===== src/design/charge_port_defines.svh =====
/*
 * Timing constants and widths for the charge port mode controller.
 * Assumes a single 25 MHz system clock; all times are in microseconds.
 */
`ifndef CHARGE_PORT_DEFINES_SVH
`define CHARGE_PORT_DEFINES_SVH

// system clock rate
`define CLK_FREQ_MHZ 25
// width of the interval timers
`define TIMER_W 24
// output discharge interval
`define DISCHARGE_TIME_US 10000
// length of the 1.2 V signature before the shorted scheme
`define V1P2_TIME_US 100000
// settle time of the reversed divider trial before the current is checked
`define TRIAL_TIME_US 50000
// cycle counts derived from the times above
`define DISCHARGE_CYCLES (`DISCHARGE_TIME_US * `CLK_FREQ_MHZ)
`define V1P2_CYCLES (`V1P2_TIME_US * `CLK_FREQ_MHZ)
`define TRIAL_CYCLES (`TRIAL_TIME_US * `CLK_FREQ_MHZ)
// number of asynchronous input bits that are synchronised
`define SYNC_W 11

`endif


===== src/design/charge_port_pkg.sv =====
/*
 * Types shared by the charge port mode controller and its bench.
 * Assumes nothing beyond the defines header.
 */
`default_nettype none

package charge_port_pkg;

    // mode pins as they arrive from the host system
    typedef struct packed {
        logic mode_select_a;
        logic mode_select_b;
        logic mode_select_c;
        logic current_limit_choice;
    } pins_t;

    // single-bit flags from the analog sensing circuitry
    typedef struct packed {
        logic over_temp;
        logic in_current_limit;
        logic above_750ma;
        logic bc_attach;
        logic line_held;
    } sense_t;

    // decoded charging mode
    typedef enum logic [2:0] {
        MODE_DISCHARGE = 3'h0,
        MODE_AUTO = 3'h1,
        MODE_SDP1 = 3'h2,
        MODE_FORCED_SHORT = 3'h3,
        MODE_FORCED_DIV1 = 3'h4,
        MODE_SDP2 = 3'h5,
        MODE_CDP = 3'h6
    } mode_t;

    // signature presented on D+/D-
    typedef enum logic [2:0] {
        SIG_NONE = 3'h0,
        SIG_FIRST_DIVIDER = 3'h1,
        SIG_SECOND_DIVIDER = 3'h2,
        SIG_V1P2 = 3'h3,
        SIG_SHORTED = 3'h4
    } sig_t;

    // charging state machine
    typedef enum logic [2:0] {
        TOP_INIT = 3'h1,
        TOP_DISCHARGE = 3'h2,
        TOP_RUN = 3'h4
    } top_state_t;

    // dedicated charge autodetect state machine
    typedef enum logic [5:0] {
        AD_FIRST_DIV = 6'h01,
        AD_TRIAL = 6'h02,
        AD_SECOND_DIV = 6'h04,
        AD_DISCHARGE = 6'h08,
        AD_V1P2 = 6'h10,
        AD_SHORTED = 6'h20
    } ad_state_t;

endpackage : charge_port_pkg

`default_nettype wire


===== src/design/interval_timer.sv =====
/*
 * Down-counting interval timer: a start pulse loads a cycle count,
 * busy stays high while it runs and done pulses for one cycle at the end.
 * Assumes start is a one-cycle pulse on the same clock.
 */
`default_nettype none
`include "charge_port_defines.svh"

module interval_timer (
    // clock and reset
    input wire logic clock_in,
    input wire logic resetn_in,
    // control
    input wire logic start_in,
    input wire logic [`TIMER_W-1:0] load_in,
    // status
    output logic busy_out,
    output logic done_out
);

    logic [`TIMER_W-1:0] cnt_r;
    logic [`TIMER_W-1:0] cnt_nxt;
    logic done_r;
    logic done_nxt;

    always_comb begin
        cnt_nxt = cnt_r;
        done_nxt = 1'b0;
        // a restart while running reloads, so the interval is always whole
        if (start_in) begin
            cnt_nxt = load_in;
        end else if (cnt_r != '0) begin
            cnt_nxt = cnt_r - `TIMER_W'(1);
            done_nxt = (cnt_r == `TIMER_W'(1));
        end
    end

    always_ff @(posedge clock_in or negedge resetn_in) begin
        if (!resetn_in) begin
            cnt_r <= '0;
            done_r <= 1'b0;
        end else begin
            cnt_r <= cnt_nxt;
            done_r <= done_nxt;
        end
    end

    assign busy_out = (cnt_r != '0);
    assign done_out = done_r;

endmodule : interval_timer

`default_nettype wire


===== src/design/pin_sync.sv =====
/*
 * Two-flop synchroniser for a bus of independent level inputs.
 * Assumes each bit is a slow level; no bit-to-bit coherence is given.
 */
`default_nettype none

module pin_sync #(
    parameter int WIDTH = 1
) (
    // clock and reset
    input wire logic clock_in,
    input wire logic resetn_in,
    // asynchronous levels in, synchronised levels out
    input wire logic [WIDTH-1:0] async_in,
    output logic [WIDTH-1:0] sync_out
);

    logic [WIDTH-1:0] meta_r;
    logic [WIDTH-1:0] sync_r;

    always_ff @(posedge clock_in or negedge resetn_in) begin
        if (!resetn_in) begin
            meta_r <= '0;
            sync_r <= '0;
        end else begin
            meta_r <= async_in;
            sync_r <= meta_r;
        end
    end

    assign sync_out = sync_r;

endmodule : pin_sync

`default_nettype wire


===== src/design/usb_charge_port_mode_control.sv =====
/*
 * Mode control of a USB charging port: mode decode, data switch gating,
 * output discharge sequencing and the dedicated charge autodetect machine.
 * Assumes mode pins, enable, power-on reset and sense flags come from
 * outside the clock domain; analog levels are made from signature_out.
 */
// What this block does
// - close data switches in standard/charging downstream modes
// - open switches: enable low, pins 000, dedicated
// - current limit alone never opens data switches
// - switches open while output discharges
// - switches stay closed during charging port handshake
// - power-on reset: initial state, output discharging
// - power-on reset always returns to initial state
// - after power-on reset, go to selected mode
// - renegotiate: switch off, discharge, switch on
// - autodetect starts with first divider signature
// - compliant attach: discharge, 1.2 V, then shorted
// - shorted until line released, then first divider
// - divider responder keeps first divider state
// - above 750 mA on first divider: try second
// - keep second divider only if current stays high
// - second divider swaps the first divider levels
// - 1.2 V shorted signature for fixed interval
// - shorted scheme joins D+ and D- low-impedance
// - forced mode holds one scheme, no detection
// - enable low opens all switches, discharges output
// - decode pins into mode and current limit
// - 1111 to 1110 swap causes no discharge
// - active-low fault on over-temperature or limit
`default_nettype none
`include "charge_port_defines.svh"

module usb_charge_port_mode_control #(
    parameter logic [`TIMER_W-1:0] DISCHARGE_CYCLES = `TIMER_W'(`DISCHARGE_CYCLES),
    parameter logic [`TIMER_W-1:0] V1P2_CYCLES = `TIMER_W'(`V1P2_CYCLES),
    parameter logic [`TIMER_W-1:0] TRIAL_CYCLES = `TIMER_W'(`TRIAL_CYCLES)
) (
    // clock and reset
    input wire logic clock_in,
    input wire logic resetn_in,
    // host controls
    input wire charge_port_pkg::pins_t pins_in,
    input wire logic enable_in,
    input wire logic por_in,
    // analog sense flags
    input wire charge_port_pkg::sense_t sense_in,
    // switch controls
    output logic data_switch_on_out,
    output logic power_switch_on_out,
    output logic discharge_out,
    output logic high_limit_out,
    // data line signature and status
    output charge_port_pkg::sig_t signature_out,
    output charge_port_pkg::mode_t mode_out,
    output logic fault_n_out
);

    import charge_port_pkg::*;

    // decodes the pin pattern into a charging mode
    function automatic mode_t decode_mode(input pins_t p);
        mode_t m;
        m = MODE_DISCHARGE;
        unique case ({p.mode_select_a, p.mode_select_b, p.mode_select_c})
            3'h0: m = MODE_DISCHARGE;
            3'h1, 3'h3: m = MODE_AUTO;
            3'h2, 3'h6: m = MODE_SDP1;
            3'h4: m = MODE_FORCED_SHORT;
            3'h5: m = MODE_FORCED_DIV1;
            3'h7: m = p.current_limit_choice ? MODE_CDP : MODE_SDP2;
        endcase
        return m;
    endfunction : decode_mode

    // high limit: autodetect always high, otherwise the choice pin
    function automatic logic decode_limit(input pins_t p);
        logic auto_sel;
        auto_sel = !p.mode_select_a && p.mode_select_c;
        return auto_sel || p.current_limit_choice;
    endfunction : decode_limit

    // modes that pass data through the switch
    function automatic logic is_data_mode(input mode_t m);
        return (m == MODE_SDP1) || (m == MODE_SDP2) || (m == MODE_CDP);
    endfunction : is_data_mode

    // synchronised inputs
    logic [`SYNC_W-1:0] sync_s;
    pins_t pins_s;
    sense_t sense_s;
    logic enable_s;
    logic por_s;

    pin_sync #(
        .WIDTH(`SYNC_W)
    ) u_sync (
        .clock_in(clock_in),
        .resetn_in(resetn_in),
        .async_in({pins_in, enable_in, por_in, sense_in}),
        .sync_out(sync_s)
    );

    assign {pins_s, enable_s, por_s, sense_s} = sync_s;

    // interval timers
    logic disch_start;
    logic disch_done;
    logic v12_start;
    logic v12_done;
    logic trial_start;
    logic trial_done;

    interval_timer u_disch_timer (
        .clock_in(clock_in),
        .resetn_in(resetn_in),
        .start_in(disch_start),
        .load_in(DISCHARGE_CYCLES),
        .busy_out(),
        .done_out(disch_done)
    );

    interval_timer u_v12_timer (
        .clock_in(clock_in),
        .resetn_in(resetn_in),
        .start_in(v12_start),
        .load_in(V1P2_CYCLES),
        .busy_out(),
        .done_out(v12_done)
    );

    interval_timer u_trial_timer (
        .clock_in(clock_in),
        .resetn_in(resetn_in),
        .start_in(trial_start),
        .load_in(TRIAL_CYCLES),
        .busy_out(),
        .done_out(trial_done)
    );

    // state
    top_state_t top_state_r;
    top_state_t top_state_nxt;
    ad_state_t ad_state_r;
    ad_state_t ad_state_nxt;
    mode_t mode_r;
    mode_t mode_nxt;
    mode_t mode_req;
    logic swap_ok;

    always_comb begin
        mode_req = decode_mode(pins_s);
        // sdp2 and cdp differ only in the limit choice, so no renegotiation
        swap_ok = ((mode_r == MODE_SDP2) && (mode_req == MODE_CDP)) ||
                  ((mode_r == MODE_CDP) && (mode_req == MODE_SDP2));
        top_state_nxt = top_state_r;
        ad_state_nxt = ad_state_r;
        mode_nxt = mode_r;
        disch_start = 1'b0;
        v12_start = 1'b0;
        trial_start = 1'b0;
        if (por_s) begin
            top_state_nxt = TOP_INIT;
            ad_state_nxt = AD_FIRST_DIV;
        end else begin
            unique case (top_state_r)
                TOP_INIT: begin
                    top_state_nxt = TOP_RUN;
                    mode_nxt = mode_req;
                    ad_state_nxt = AD_FIRST_DIV;
                end
                TOP_DISCHARGE: begin
                    mode_nxt = mode_req;
                    if (disch_done) begin
                        top_state_nxt = TOP_RUN;
                        ad_state_nxt = AD_FIRST_DIV;
                    end
                end
                TOP_RUN: begin
                    if (mode_req != mode_r) begin
                        mode_nxt = mode_req;
                        if (!swap_ok) begin
                            top_state_nxt = TOP_DISCHARGE;
                            disch_start = 1'b1;
                        end
                    end else if (mode_r == MODE_AUTO) begin
                        unique case (ad_state_r)
                            AD_FIRST_DIV: begin
                                // no attach and no high current: stay here
                                if (sense_s.bc_attach) begin
                                    ad_state_nxt = AD_DISCHARGE;
                                    disch_start = 1'b1;
                                end else if (sense_s.above_750ma) begin
                                    ad_state_nxt = AD_TRIAL;
                                    trial_start = 1'b1;
                                end
                            end
                            AD_TRIAL: begin
                                if (trial_done) begin
                                    ad_state_nxt = sense_s.above_750ma ?
                                        AD_SECOND_DIV : AD_FIRST_DIV;
                                end
                            end
                            AD_SECOND_DIV: ad_state_nxt = AD_SECOND_DIV;
                            AD_DISCHARGE: begin
                                if (disch_done) begin
                                    ad_state_nxt = AD_V1P2;
                                    v12_start = 1'b1;
                                end
                            end
                            AD_V1P2: begin
                                if (v12_done) begin
                                    ad_state_nxt = AD_SHORTED;
                                end
                            end
                            AD_SHORTED: begin
                                if (!sense_s.line_held) begin
                                    ad_state_nxt = AD_FIRST_DIV;
                                end
                            end
                        endcase
                    end
                end
            endcase
        end
    end

    always_ff @(posedge clock_in or negedge resetn_in) begin
        if (!resetn_in) begin
            top_state_r <= TOP_INIT;
            ad_state_r <= AD_FIRST_DIV;
            mode_r <= MODE_DISCHARGE;
        end else begin
            top_state_r <= top_state_nxt;
            ad_state_r <= ad_state_nxt;
            mode_r <= mode_nxt;
        end
    end

    // outputs, computed from next state so they line up with it
    logic discharging_nxt;
    logic data_sw_nxt;
    logic high_limit_nxt;
    logic fault_n_nxt;
    sig_t sig_nxt;
    logic data_sw_r;
    logic power_on_r;
    logic discharge_r;
    logic high_limit_r;
    logic fault_n_r;
    sig_t sig_r;

    always_comb begin
        discharging_nxt = (top_state_nxt != TOP_RUN) || !enable_s ||
                          (mode_nxt == MODE_DISCHARGE) ||
                          ((mode_nxt == MODE_AUTO) &&
                           (ad_state_nxt == AD_DISCHARGE));
        // current limit is deliberately not a term here
        data_sw_nxt = enable_s && !discharging_nxt &&
                      is_data_mode(mode_nxt);
        high_limit_nxt = decode_limit(pins_s);
        fault_n_nxt = !(sense_s.over_temp || sense_s.in_current_limit);
        sig_nxt = SIG_NONE;
        if (!discharging_nxt) begin
            unique case (mode_nxt)
                MODE_FORCED_SHORT: sig_nxt = SIG_SHORTED;
                MODE_FORCED_DIV1: sig_nxt = SIG_FIRST_DIVIDER;
                MODE_AUTO: begin
                    unique case (ad_state_nxt)
                        AD_FIRST_DIV: sig_nxt = SIG_FIRST_DIVIDER;
                        AD_TRIAL, AD_SECOND_DIV: sig_nxt = SIG_SECOND_DIVIDER;
                        AD_DISCHARGE: sig_nxt = SIG_NONE;
                        AD_V1P2: sig_nxt = SIG_V1P2;
                        AD_SHORTED: sig_nxt = SIG_SHORTED;
                    endcase
                end
                default: sig_nxt = SIG_NONE;
            endcase
        end
    end

    always_ff @(posedge clock_in or negedge resetn_in) begin
        if (!resetn_in) begin
            data_sw_r <= 1'b0;
            power_on_r <= 1'b0;
            discharge_r <= 1'b1;
            high_limit_r <= 1'b0;
            fault_n_r <= 1'b1;
            sig_r <= SIG_NONE;
        end else begin
            data_sw_r <= data_sw_nxt;
            power_on_r <= !discharging_nxt;
            discharge_r <= discharging_nxt;
            high_limit_r <= high_limit_nxt;
            fault_n_r <= fault_n_nxt;
            sig_r <= sig_nxt;
        end
    end

    assign data_switch_on_out = data_sw_r;
    assign power_switch_on_out = power_on_r;
    assign discharge_out = discharge_r;
    assign high_limit_out = high_limit_r;
    assign signature_out = sig_r;
    assign mode_out = mode_r;
    assign fault_n_out = fault_n_r;

endmodule : usb_charge_port_mode_control

`default_nettype wire


===== config.mk =====
export PLATFORM = sky130hd
export DESIGN_NAME = usb_charge_port_mode_control
export DESIGN_NICKNAME = d
export VERILOG_FILES = /design/src/design/charge_port_pkg.sv /design/src/design/interval_timer.sv /design/src/design/pin_sync.sv /design/src/design/usb_charge_port_mode_control.sv
export VERILOG_INCLUDE_DIRS = /design/src /design/src/design
export SDC_FILE = /design/constraint.sdc
export NUM_CORES = 1
export LEC_CHECK = 0
export ABC_AREA = 0
export BUFFER_PORTS_ARGS = -buffer_cell sky130_fd_sc_hd__buf_4
export CORE_ASPECT_RATIO = 1.4
export CORE_MARGIN = 8
export CORE_UTILIZATION = 48
export DETAILED_ROUTE_END_ITERATION = 8
export HOLD_SLACK_MARGIN = 0.02
export SYNTH_ARGS = -nofsm -noshare
export SYNTH_HDL_FRONTEND = slang
export SYNTH_SLANG_ARGS = --single-unit

===== constraint.sdc =====
create_clock -name clock_in -period 7.4 [get_ports clock_in]
set_input_delay 0.74 -clock clock_in [delete_from_list [all_inputs] [get_ports clock_in]]
set_output_delay 0.74 -clock clock_in [all_outputs]
set_load 0.1 [all_outputs]

==> reports/metrics.cfg <==
[run_status]
status = complete, no violations

[global_routing]
grt_pass1_vias = 4311
antenna_found_initial = 0
grt_usage_pct = 16.4
overflow = 0
grt_max_degree = 67
grt_pass1_wl_um = 20300

[routing]
drt-initial-drc-count = 158
wl_um = 11700
drt-wirelength-per-cell_um = 15.3
ant_nets = 0
vias = 4231
remaining_drc_errors = 0
dr.pass1.iters = 4
routed_via_density = 5.52

[logic_synthesis]
synth_cells = 579
ys_async_sr_fraction_pct = 100
synth-edff-count = 0
yosysWarnings = 0
ys_seq_elements = 117
ys_top_cells_by_area = dfrtp_1 50%, xnor2_1 5.1%, nor2_1 5.0%
ys.flop_type = dfrtp_1
synth_area_um2 = 5680
synth_area_per_cell_um2 = 9.80
synth.net_count = 598
synthDistinctLibCells = 58
synth_seq_area_share_pct = 51.7
synth_top_area_share_pct = 49.8
yosysTopAreaCell = dfrtp_1

[setup_path]
cp.arrival_ns = 3.28
path_class = reg -> reg
crit_start = ad_state_r[1]
required_ns = 7.68
end_kind = flop
critPathMaxFanout = 8
r2r-start = ad_state_r[1]
startpoint_type = flop

[flow_run]
maxCapViolations = 0

[clocking]
cts_tree = yes
cts_made_buffers = 17
insertion_delay_ns = 0.42
htreeDepth = 4
cts_hold_buf = 0
post-cts-setup-buffers = 0
clk_pin_slew_ns = 0.06
cts_root_buf = clkbuf_16
clock_path_buffers = 2
clkSinkCount = 117
post_cts_resized = 0

[power_and_ir_drop]
p_comb_share_pct = 15.5
power_leakage_nw = 2.93
intPower_w = 0.00133
pwr-share-seq_pct = 43.6
power.share.clock_pct = 40.9
peakVddDrop_mv = 0.189
p_switching_w = 0.000587
swShare_pct = 30.5
p_per_area_nw_per_um2 = 294

[die]
io_pins = 24
initial_core_util_pct = 48.5
die_h_um = 145
coreArea_um2 = 11700
rows = 47
dieArea_um2 = 15600
die_x_um = 108

[cells_and_area]
drive_gt1_share_pct = 13.1
synthToLayoutAreaGrowth_pct = 15.1
layout.nets = 625
final_common_cell = dfrtp_1
num_antenna_cells = 0
layout_common_cells = 113 x dfrtp_1, 76 x nor2_1, 50 x nand2_1
final_area_um2 = 6540

[sta]
skew_ns = 0.00924
finalSetupTns_ns = 0
hold_viol = 0
tightest_slew_ns = 0.801
drv_slew = 0
setup_viol = 0
relSlewSlack_pct = 46.6
finalCritPeriodShare_pct = 40.6
whs_ns = 0.340
finalCriticalPeriod_ns = 3.00
setup_slack_ns = 4.40
fmax_mhz = 333
rsz0062_at_grt = false

[placement]
placed_area_um2 = 5960
port_buffers = 23
place_congestion = 0.883
place_ws_ns = 4.42
hpwl_um = 8070

[hold_path]
min-delay-start = u_sync.meta_r[0]
hold_path.class = reg -> reg

==> registers in the layout (all words and copies together) (netlist names), 3 cells and up <==
name and cells:
signature_out 3, u_disch_timer.cnt_r 24, ad_state_r 6, top_state_r 3
mode_out 3, u_v12_timer.cnt_r 24, u_sync.sync_out 11, u_sync.meta_r 11
u_trial_timer.cnt_r 24
==> stage by stage <==
| step | std cells | util (%) | total power (W) |
|---|---|---|---|
| finish | 766 | 55.8 | 0.00192 |
| global route | 766 | 55.8 | 0.00202 |
| CTS | 766 | 55.8 | 0.00194 |
| detailed placement | 734 | 51.0 | 0.00115 |
| global placement | 734 | 51.0 | 0.00113 |
| floorplan | 579 | - | 0.00106 |
==> final cells by class <==
class,instances,area (um^2)
clock buffer,17,425
clock inverter,15,145
fill,1047,5170
inverter,19,71.3
multi-input combinational,425,2580
sequential,117,2930
tap,147,184
timing repair buffer,26,195
==> power groups by stage <==
stage	clock [W]	combinational (W)	sequential [W]
5_1_grt	0.000834	0.000338	0.000852
2_1_floorplan	0	0.000213	0.000850
6_report	0.000785	0.000298	0.000838
3_3_place_gp	0	0.000293	0.000842
4_1_cts	0.000803	0.000303	0.000838
3_5_place_dp	0	0.000299	0.000847
==> Yosys cell counts (7+ instances only) <==
| library cell | number |
|---|---|
| nand4_1 | 7 |
| inv_1 | 18 |
| nor4_1 | 14 |
| clkbuf_1 | 15 |
| xor2_1 | 25 |
| xnor2_1 | 33 |
| or3_1 | 19 |
| nand3_1 | 12 |
| a21oi_1 | 20 |
| nand2_1 | 50 |
| o21ai_0 | 23 |
| nand2b_1 | 11 |
| dfrtp_1 | 113 |
| nor2_1 | 76 |
| nor3_1 | 39 |
==> cell families after synthesis <==
| group | after synthesis | share of synthesized area [%] |
|---|---|---|
| flops | 117 | 51.7 |
| simple gates | 283 | 26.5 |
| xor+xnor | 58 | 8.95 |
| compound gates | 76 | 8.40 |
| fa+ha+maj | 6 | 1.32 |
| buf+inv | 37 | 2.84 |
| mux | 2 | 0.353 |
==> layer usage <==
metal	vias to the layer above	global-route usage, %	share of wire, %
li1	2084	-	-
met2	72	27.6	51
met3	24	4.17	3.3
met4	0	8.14	2.7
met5	-	0	0
met1	2051	19.0	43
==> critical path, cell delays in order (launching register included) <==
cell and delay [ns]:
dfrtp_1 0.45, or4_1 0.61, a21oi_1 0.20, and2_1 0.19
o31ai_2 0.10, a221oi_2 0.52, inv_1 0.12, nor3_1 0.25
o21ai_0 0.15, a31oi_1 0.20, nor4_1 0.08
==> final timing paths <==
| path | to | slack [ns] | cells after the start |
|---|---|---|---|
| min reg2reg | u_sync.sync_out[0] | 0.34 | 0 |
| max reg2reg | signature_out[0] | 4.40 | 10 |
| max in group asynchronous | u_v12_timer.cnt_r[4] | 5.80 | 2 |
| min | u_sync.sync_out[0] | 0.34 | 0 |
| min in group asynchronous | u_sync.sync_out[6] | 0.35 | 1 |
| max | signature_out[0] | 4.40 | 10 |
(Power assumes the default switching activity.)
